`config.mk`:
```
export PLATFORM = sky130hd
export DESIGN_NAME = smpr_param_rom
export DESIGN_NICKNAME = d
export VERILOG_FILES = /design/src/hdl/smpr_pkg.sv /design/src/hdl/smpr_param_rom.sv
export VERILOG_INCLUDE_DIRS = /design/src /design/src/hdl
export SDC_FILE = /design/constraint.sdc
export NUM_CORES = 1
export LEC_CHECK = 0
export ABC_AREA = 0
export BUFFER_PORTS_ARGS = -buffer_cell sky130_fd_sc_hd__buf_2
export CAP_MARGIN = 20
export CORE_UTILIZATION = 52
export CTS_CLUSTER_SIZE = 10
export DETAILED_ROUTE_END_ITERATION = 7
export HOLD_SLACK_MARGIN = 0.15
export PLACE_DENSITY = 0.81
export SLEW_MARGIN = 10
export SYNTH_ARGS = -nofsm -noshare
export SYNTH_HDL_FRONTEND = slang
export SYNTH_SLANG_ARGS = --single-unit
```
`constraint.sdc`:
```
create_clock -name clk_in -period 2.56 [get_ports clk_in]
set_input_delay 0.256 -clock clk_in [delete_from_list [all_inputs] [get_ports clk_in]]
set_output_delay 0.256 -clock clk_in [all_outputs]
set_load 0.02 [all_outputs]
```
`src/hdl/smpr_map.svh`:
```
// Purpose: offsets, field positions and fixed values of the map store
// Assumes: byte addresses on the APB side, 32-bit aligned words
// Notes:   definitions only
`ifndef SMPR_MAP_SVH
`define SMPR_MAP_SVH

// register byte addresses on APB
`define SMPR_OFS_MID_REGION    12'h098
`define SMPR_OFS_SMALL_REGION  12'h09C
`define SMPR_OFS_UNI64_HEADER  12'h0A0
`define SMPR_OFS_CTRL          12'h0B0
`define SMPR_OFS_STATUS        12'h0B4

// region descriptor fields
`define SMPR_MID_SIZE          24'h00037F
`define SMPR_SMALL_SIZE        24'h00007F
`define SMPR_RSVD_NIBBLE       4'hF
`define SMPR_ERASE_NONE        4'h0
`define SMPR_ERASE_4K          4'h1
`define SMPR_ERASE_64K         4'h2
`define SMPR_ERASE_256K        4'h4

// map header fields
`define SMPR_HDR_RSVD_BYTE     8'hFF
`define SMPR_HDR_REGION_COUNT  8'h00
`define SMPR_HDR_CONFIG_ID     8'h04
`define SMPR_HDR_RSVD_LOW      6'h3F
`define SMPR_HDR_MAP_DESC      1'h1
`define SMPR_HDR_NOT_LAST      1'h0

// byte space
`define SMPR_DISC_FIRST        8'h98
`define SMPR_DISC_LAST         8'hA3
`define SMPR_ALT_SHIFT         8'h02

// control and status fields
`define SMPR_CTRL_ALT_BIT      0
`define SMPR_CTRL_EN_BIT       1
`define SMPR_CTRL_RESET        2'h2
`define SMPR_ZERO_WORD         32'h00000000

`endif

```
`src/hdl/smpr_pkg.sv`:
```
// Purpose: types shared by the map store
// Assumes: used with smpr_map.svh
// Notes:   all state of the top module lives in smpr_state_t
package smpr_pkg;

   // apb request from the master
   typedef struct packed {
      logic        psel;
      logic        penable;
      logic        pwrite;
      logic [11:0] paddr;
      logic [31:0] pwdata;
   } smpr_apb_req_t;

   // byte read request from the serial side
   typedef struct packed {
      logic       req;
      logic [7:0] addr;
   } smpr_byte_req_t;

   // apb slave states
   typedef enum logic [1:0] {
      SMPR_ST_IDLE = 2'b01,
      SMPR_ST_DONE = 2'b10
   } smpr_apb_state_t;

   // whole module state
   typedef struct packed {
      smpr_apb_state_t apb_state;
      logic [31:0]     prdata;
      logic            pslverr;
      logic [1:0]      ctrl;
      logic [7:0]      last_addr;
      logic [15:0]     byte_count;
      logic [7:0]      byte_data;
      logic            byte_valid;
      logic            byte_hit;
   } smpr_state_t;

endpackage
```
`src/hdl/smpr_param_rom.sv`:
```
// Purpose: read-only sector map descriptor store, apb and byte read port
// Assumes: byte requests come from logic on clk_in
// Notes on behaviour
// mid region size field is 00037Fh
// mid region advertises only 256KB erase
// descriptor bits 7:4 read ones
// small region size field is 00007Fh
// small region advertises only 4KB erase
// erase type four bit reads zero
// uniform header top byte reads FFh
// header region count 00h, config id 04h
// header bit1 set, bit0 clear, 7:2 ones
// dwords LSB first from discovery offset 98h
// alternate space offsets are two higher
//
// The APB register port was decided locally.
`timescale 1ns/10ps
`include "smpr_map.svh"

module smpr_param_rom
   import smpr_pkg::*;
(
   // clock, reset, enable
   input  wire logic           clk_in,
   input  wire logic           reset_n_in,
   input  wire logic           ce_in,
   // apb slave
   input  wire smpr_apb_req_t  apb_req_in,
   output logic                pready_out,
   output logic [31:0]         prdata_out,
   output logic                pslverr_out,
   // byte read port
   input  wire smpr_byte_req_t byte_req_in,
   output logic [7:0]          byte_data_out,
   output logic                byte_valid_out,
   output logic                byte_hit_out
);

   ////////////////////////////////////////////////////////////////////////
   // fixed descriptor words

   localparam logic [31:0] MID_WORD = {
      `SMPR_MID_SIZE,
      `SMPR_RSVD_NIBBLE,
      `SMPR_ERASE_256K
   };

   localparam logic [31:0] SMALL_WORD = {
      `SMPR_SMALL_SIZE,
      `SMPR_RSVD_NIBBLE,
      `SMPR_ERASE_4K
   };

   localparam logic [31:0] HDR_WORD = {
      `SMPR_HDR_RSVD_BYTE,
      `SMPR_HDR_REGION_COUNT,
      `SMPR_HDR_CONFIG_ID,
      `SMPR_HDR_RSVD_LOW,
      `SMPR_HDR_MAP_DESC,
      `SMPR_HDR_NOT_LAST
   };

   ////////////////////////////////////////////////////////////////////////
   // byte lookup by discovery offset

   function automatic logic [8:0] disc_byte(input logic [7:0] ofs);
      logic [7:0]  rel;
      logic [31:0] word;
      logic        hit;
      rel  = ofs - `SMPR_DISC_FIRST;
      word = `SMPR_ZERO_WORD;
      hit  = (ofs >= `SMPR_DISC_FIRST) && (ofs <= `SMPR_DISC_LAST);
      case (rel[3:2])
         2'h0: begin
            word = MID_WORD;
         end
         2'h1: begin
            word = SMALL_WORD;
         end
         2'h2: begin
            word = HDR_WORD;
         end
         default: begin
            word = `SMPR_ZERO_WORD;
         end
      endcase
      if (!hit) begin
         word = `SMPR_ZERO_WORD;
      end
      disc_byte = {hit, word[rel[1:0]*8 +: 8]};
   endfunction

   ////////////////////////////////////////////////////////////////////////
   // state

   smpr_state_t state;
   smpr_state_t next_state;

   logic        apb_access;
   logic [7:0]  disc_addr;
   logic [8:0]  lookup;
   logic [31:0] status_word;

   assign apb_access = apb_req_in.psel && apb_req_in.penable;

   // alternate space sits two bytes above the discovery table
   assign disc_addr = state.ctrl[`SMPR_CTRL_ALT_BIT] ?
                      byte_req_in.addr - `SMPR_ALT_SHIFT :
                      byte_req_in.addr;

   assign lookup = disc_byte(disc_addr);

   assign status_word = {8'h00, state.last_addr, state.byte_count};

   ////////////////////////////////////////////////////////////////////////
   // next state

   always_comb begin
      next_state            = state;
      next_state.byte_valid = 1'b0;
      case (state.apb_state)
         SMPR_ST_IDLE: begin
            if (apb_access) begin
               next_state.apb_state = SMPR_ST_DONE;
               next_state.pslverr   = 1'b0;
               next_state.prdata    = `SMPR_ZERO_WORD;
               case (apb_req_in.paddr)
                  `SMPR_OFS_MID_REGION: begin
                     next_state.prdata  = MID_WORD;
                     next_state.pslverr = apb_req_in.pwrite;
                  end
                  `SMPR_OFS_SMALL_REGION: begin
                     next_state.prdata  = SMALL_WORD;
                     next_state.pslverr = apb_req_in.pwrite;
                  end
                  `SMPR_OFS_UNI64_HEADER: begin
                     next_state.prdata  = HDR_WORD;
                     next_state.pslverr = apb_req_in.pwrite;
                  end
                  `SMPR_OFS_CTRL: begin
                     next_state.prdata = {30'h00000000, state.ctrl};
                  end
                  `SMPR_OFS_STATUS: begin
                     next_state.prdata  = status_word;
                     next_state.pslverr = apb_req_in.pwrite;
                  end
                  default: begin
                     next_state.pslverr = 1'b1;
                  end
               endcase
               if (apb_req_in.pwrite) begin
                  next_state.prdata = `SMPR_ZERO_WORD;
               end
            end
         end
         SMPR_ST_DONE: begin
            next_state.apb_state = SMPR_ST_IDLE;
            // control write lands on the edge that completes the transfer
            if (apb_access && apb_req_in.pwrite &&
                (apb_req_in.paddr == `SMPR_OFS_CTRL)) begin
               next_state.ctrl = apb_req_in.pwdata[1:0];
            end
         end
         default: begin
            next_state.apb_state = SMPR_ST_IDLE;
         end
      endcase
      if (byte_req_in.req && state.ctrl[`SMPR_CTRL_EN_BIT]) begin
         next_state.byte_valid = 1'b1;
         next_state.byte_hit   = lookup[8];
         next_state.byte_data  = lookup[7:0];
         next_state.last_addr  = byte_req_in.addr;
         next_state.byte_count = state.byte_count + 16'h0001;
      end
   end

   ////////////////////////////////////////////////////////////////////////
   // registers

   always_ff @(posedge clk_in or negedge reset_n_in) begin
      if (!reset_n_in) begin
         state.apb_state  <= SMPR_ST_IDLE;
         state.prdata     <= `SMPR_ZERO_WORD;
         state.pslverr    <= 1'b0;
         state.ctrl       <= `SMPR_CTRL_RESET;
         state.last_addr  <= 8'h00;
         state.byte_count <= 16'h0000;
         state.byte_data  <= 8'h00;
         state.byte_valid <= 1'b0;
         state.byte_hit   <= 1'b0;
      end else if (ce_in) begin
         state <= next_state;
      end
   end

   ////////////////////////////////////////////////////////////////////////
   // outputs

   // no answer while frozen, so the master waits for the enable
   assign pready_out     = (state.apb_state == SMPR_ST_DONE) &&
                           apb_access && ce_in;
   assign prdata_out     = state.prdata;
   assign pslverr_out    = state.pslverr && pready_out;
   assign byte_data_out  = state.byte_data;
   assign byte_valid_out = state.byte_valid;
   assign byte_hit_out   = state.byte_hit;

endmodule

```
==> metrics, run 1 <==
critical path arrival=between 2 and 2.5 ns; First DRT Iteration DRCs=104; via count=between 2000 and 3000; post-synth cell types=54; Clock Sinks=62; share of flip-flops with an asynchronous set or reset=100%; Mapped Avg Cell Area=between 9 and 10 um2; Achievable Freq=approximately 0.47 GHz; Worst Skew=0.00628 ns; CP Capture Type=flip-flop; Hold Path Class=in2reg; minimum clock period=2.12 ns; setup_tns=0 ns; number of max-cap violations=0; antenna-violating nets left=0; Post-DP Area=0.00348 mm2; root buf cell=clkbuf_8; post-route clock period utilization=82.7%; DP Wirelength=4870 um; pin count of the biggest net entering global routing=63; Final setup violation count=0; Slew @ Worst Pin=0.934 ns; Core ar.=roughly 0.006 mm2; number of port buffers=approximately 70; Static Leakage=around 0.0018 uW; critical path launch point type=flip-flop; synthesized flop and latch total=62; Worst Path Max Fanout=18; first-pass GRT wire length=11400 um; number of cell rows=28; clk_lat worst skew=0.34 ns; Starting Density=a little under three fifths; width of the die=around 82 um; Gate Count Post-Synth=371; Via density=5.55; Antenna Cells=0; Global Route Usage Sum=22.6%; TritonCTS clock tree=done; cell chain of the critical path=a2111oi_0 -> o31ai_1 -> o21ai_0; Worst Path Required=2.74 ns; Mapped Nets=432; Setup Fix Bufs, Post-CTS=0; H-tree lvl count=3; Fin. Hold Viols=0; number of global-route vias before repair=2538; Synth Flop Type=dfrtp_1; DRC=0; number of nets in the layout=466; Layout area overhead=9.40%; Slew headroom=~37%; status=complete, no violations; maximum root-to-sink buffer count=2; PwrDens=513 mW/mm2; clock buffer count from CTS=9; Critical Path Slowest Stage Cell=o31ai_1; IO Pins=around 100; grt ovf=0; WL final=6890 um; post-route cell area=0.00367 mm2; Routability Congestion=around 0.92; Die Ht=82.3 um; Post-synth EDFFs=0; yosys warns=0; Post-Syn Area=0.00335 mm2; Worst-path clk slew=0.06 ns; unrepaired setup endpoints after global routing=false; CP peak stage delay=0.84 ns; die area=0.00678 mm2; Pre-antenna DRT Iters=4; initial antenna violation count=0; Max Slew Vio Count=0; sequential share of the synthesized area=46.3%; fraction of final layout cells with drive strength greater than 1=26.7%; Max VDD drop=0.346 mV; routed wire length per instance=between 10 and 15 um; Fillers=522; crit path kind=reg2reg
[worst max-delay path, delay by kind of cell (launching register included)]
family,cells,cell delay [ns]
AO/OA/AOI/OAI,3,1.26
flip-flops,1,0.70
[final cells by class]
class / instances / area [um2] / share of cell area [%]
Sequential cell: 62 / 1550 / 42.3
Timing Repair Buffer: 79 / 418 / 11.4
Clock buffer: 13 / 169 / 4.60
Tap cell: 75 / 93.8 / 2.56
Clock inverter: 1 / 5.00 / 0.136
Inverter: 9 / 33.8 / 0.921
Multi-Input combinational cell: 244 / 1400 / 38.0
[state kept, by name, indices dropped and copies added, names as in the netlist]
register,flops
byte_valid_out,1
state,29
byte_data_out,6
byte_hit_out,1
prdata_out,25
[placed cells by master (no fill, tap or decap), types with 3 or more instances in the layout]
master	synthesis	layout
a21oi_1	22	22
mux2_2	3	3
and3_1	6	6
a32oi_1	3	3
nand4_1	3	3
buf_2	2	72
o31ai_1	6	6
inv_1	8	8
o21ai_0	19	19
nor3_1	10	10
nand3_1	8	8
buf_4	40	5
o21ai_2	10	10
nand2_1	76	76
xor2_1	4	4
dfrtp_1	60	60
or3_1	3	3
nor4_1	3	3
nor2_1	16	16
xnor2_1	14	14
nor3b_1	3	3
clkbuf_8	0	12
[power by group]
group          internal (uW)  switching [uW]  total [uW]
clock                    419             353         771
combinational           43.1            82.7         126
sequential               984            2.76         987
[synth_stat cells (3+ instances only)]
cell	number	area, um2
nor3_1	10	50.1
nand3_1	8	40.0
nand2_1	76	285
o21ai_2	10	87.6
nor3b_1	3	22.5
nand4_1	3	18.8
o31ai_1	6	45.0
xor2_1	4	35.0
or3_1	3	18.8
o21ai_0	19	95.1
nor4_1	3	18.8
buf_4	40	300
clkbuf_1	13	48.8
nor2_1	16	60.1
mux2_2	3	33.8
and3_1	6	37.5
dfrtp_1	60	1500
xnor2_1	14	123
inv_1	8	30.0
a21oi_1	22	110
a32oi_1	3	26.3
[per-stage QoR]
| stage | total power [uW] | utilization [%] | setup WS, ns | hold slack [ns] | std cells |
|---|---|---|---|---|---|
| after floorplan | 1070 | - | 0.534 | -0.0396 | 371 |
| after global placement | 1130 | 57.3 | 0.227 | 0.455 | 467 |
| after detailed placement | 1130 | 57.3 | 0.175 | 0.460 | 467 |
| after CTS | 1900 | 60.5 | 0.515 | 0.150 | 483 |
| after global routing | 1950 | 60.5 | 0.231 | 0.159 | 483 |
| final | 1880 | 60.5 | 0.444 | 0.157 | 483 |
[routing by layer]
layer  global-route usage [%]  part of all wire, %
met5                        0                    0
met4                     15.3                  2.7
met3                     2.97                  5.5
met2                     36.9                   49
met1                     28.0                   43
[worst paths after layout]
check	cells after the start	end	slack, ns	start
worst max-delay path	3	byte_data_out[3]	0.44	state[34]
worst min-delay path	3	state[31]	0.16	byte_req_in[5]
worst max register to register	3	byte_data_out[3]	0.44	state[34]
worst min register to register	2	prdata_out[17]	0.47	prdata_out[17]
max in group asynchronous	3	state[10]	1.44	reset_n_in
min in group asynchronous	3	prdata_out[5]	0.61	reset_n_in
[what timing repair did]
item,CTS,global route
hold buffers,2,0
resized for setup,0,0
endpoints found under the hold margin,61,0
[cell families (layout without fill, tap and decap cells)]
kind of cell,Yosys count,in the layout,share of synthesized area (%)
and+or+nand+nor,142,142,19.8
DFF,62,62,46.3
adders and majority gates,2,2,0.746
AOI/OAI and AO/OA,78,78,15.1
buffers and inverters,65,102,12.0
xor gates and xnor gates,18,18,4.70
muxes,4,4,1.31
Power figures use the tool's default switching activity.
==> inputs of run 2 (changes only) <==
==> constraint.sdc (replaced) <==
create_clock -name clk_in -period 2 [get_ports clk_in]
set_input_delay 0.2 -clock clk_in [delete_from_list [all_inputs] [get_ports clk_in]]
set_output_delay 0.2 -clock clk_in [all_outputs]
set_load 0.02 [all_outputs]
==> run 2 against run 1 <==
Largest cell class unchanged. Highest routed layer unchanged. Sequential share of layout area shrank 2.5 points. Clock-buffer cell count shrank 2. Routed wire length grew 6.3%. Die area is the same.
==> metrics, run 2 (synthesis gave the netlist of run 1 again) <==
status=complete, no violations; Static Leakage=0.00192 uW; Layout area overhead=16.4%; First DRT Iteration DRCs=110; P_int=2100 uW; Clock Sinks=62; post-route clock period utilization=97.6%; Routability Congestion=between 0.9 and 1; DP Wirelength=5270 um; IO Pins=103; H-tree lvl count=3; root buf cell=clkbuf_8; Global Route Usage Sum=23.9%; Slew headroom=60.6%; worst hold path startpoint=byte_req_in[6]; critical path launch point type=primary input; width of the die=around 80 um; number of port buffers=between 70 and 80; reg2reg setup slack=0.15 ns; Max Slew Vio Count=0; Cell Count, Final, Fillers Out=502; hold depth=3; Worst Path Required=2.27 ns; CP Capture Type=flip-flop; first-pass GRT wire length=12000 um; Slew @ Worst Pin=just under 0.6 ns; clock buffer count from CTS=9; Via density=5.52; number of max-cap violations=0; grt ovf=0; PwrDens=697 mW/mm2; commonest non-fill, non-tap cell in the layout=nand2_1; reg2reg start=state[69]; routed wire length per instance=~15 um; maximum root-to-sink buffer count=2; Worst Skew=0.00864 ns; fraction of final layout cells with drive strength greater than 1=29.5%; via count=2773; Worst Path Max Fanout=10; Achievable Freq=between 0.5 and 0.6 GHz; DRC=0; Net Sw Frac=22.7%; Setup Fix Bufs, Post-CTS=0; pin count of the biggest net entering global routing=39; initial antenna violation count=0; Fin. Hold Viols=0; Hold Path Class=in2reg; Final WS setup=0.0485 ns; combinational share of power=6.8%; Core ar.=0.00606 mm2; number of nets in the layout=483; most frequent cells in the layout=76 x nand2_1, 71 x buf_2, 60 x dfrtp_1, 22 x a21oi_1, 19 x o21ai_0; setup_tns=0 ns; critical path arrival=2.22 ns; clock power share=around 47%; FF-to-FF End=prdata_out[9]; Die Ht=82.3 um; Place WS=-0.111 ns; TritonCTS clock tree=done; clk_lat worst skew=0.34 ns; Biggest register=state; Psw=about 620 uW; Starting Density=55.3%; number of flip-flops under the largest register name=29; number of cell rows=28; Reg power frac=46.4%; Antenna Cells=0; FF-to-FF path depth=4; crit path kind=in2reg; WL final=7320 um; Pre-antenna DRT Iters=4; Max VDD drop=0.717 mV; antenna-violating nets left=0; die area=a little under 0.007 mm2; Cells after DPL=approximately 480; Hold Path Sink=state[32]; Worst-path clk slew=about 0.070 ns; Final setup violation count=0; minimum clock period=just under 2 ns; number of global-route vias before repair=2644
## run 2: cell count changes in the layout (fill, tap and decap cells not counted), sizes merged
| cell | before | now |
|---|---|---|
| clkbuf | 13 | 11 |
| buf | 77 | 89 |
| clkinv | 1 | 2 |
| dlygate4sd3 | 2 | 7 |
| bufinv | 0 | 2 |
| clkinvlp | 0 | 1 |
## run 2: layout make-up
| class | count | area [um2] |
|---|---|---|
| Fill cell | 524 | 2160 |
| Sequential cell | 62 | 1550 |
| Multi-Input combinational cell | 244 | 1400 |
| Timing Repair Buffer | 96 | 586 |
| Clock buffer | 11 | 151 |
| Tap cell | 75 | 93.8 |
| Clock inverter | 5 | 81.3 |
| Inverter | 9 | 33.8 |
## run 2: critical path, cell delays in order
cell	delay [ns]
dlygate4sd3_1	0.53
buf_4	0.14
nand3_2	0.12
or3b_4	0.39
or4_4	0.54
buf_12	0.17
o21ai_2	0.13
## run 2: power by group through the flow
| stage | clock (uW) | combinational (uW) | sequential [uW] |
|---|---|---|---|
| finish | 1270 | 186 | 1260 |
| floorplan | 0 | 78.3 | 1290 |
| global placement | 0 | 168 | 1290 |
| global route | 1350 | 206 | 1260 |
| detailed placement | 0 | 173 | 1290 |
| CTS | 1290 | 184 | 1260 |
## run 2: routing by layer
layer / track usage, % / routed length [um]
met4: 12.5 / 193
met2: 41.7 / 3650
met5: 0 / 0
met3: 3.41 / 294
met1: 28.5 / 3190
## run 2: worst max-delay path by stage
stage,startpoint,to,slack [ns]
2_1_floorplan,byte_req_in[1],byte_data_out[2],0.03
3_3_place_gp,byte_req_in[2],byte_data_out[2],-0.06
3_5_place_dp,byte_req_in[2],byte_data_out[3],-0.11
4_1_cts,ce_in,prdata_out[9],0.05
5_1_grt,ce_in,prdata_out[9],-0.006
6_report,ce_in,prdata_out[9],0.05
## run 2: metrics by stage
| step | hold WS (ns) | util [%] | power [uW] | cell area, um2 |
|---|---|---|---|---|
| floorplan | -0.0956 | - | 1360 | 3350 |
| global placement | 0.222 | 59.2 | 1450 | 3590 |
| detailed placement | 0.230 | 59.2 | 1460 | 3590 |
| CTS | 0.159 | 64.2 | 2730 | 3890 |
| global route | 0.189 | 64.4 | 2810 | 3900 |
| finish | 0.160 | 64.4 | 2720 | 3900 |
## run 2: what timing repair did
item                                   CTS  global route
setup endpoints to repair                0            17
resized for setup                        0             3
endpoints found under the hold margin   30             0
hold buffers                             7             0
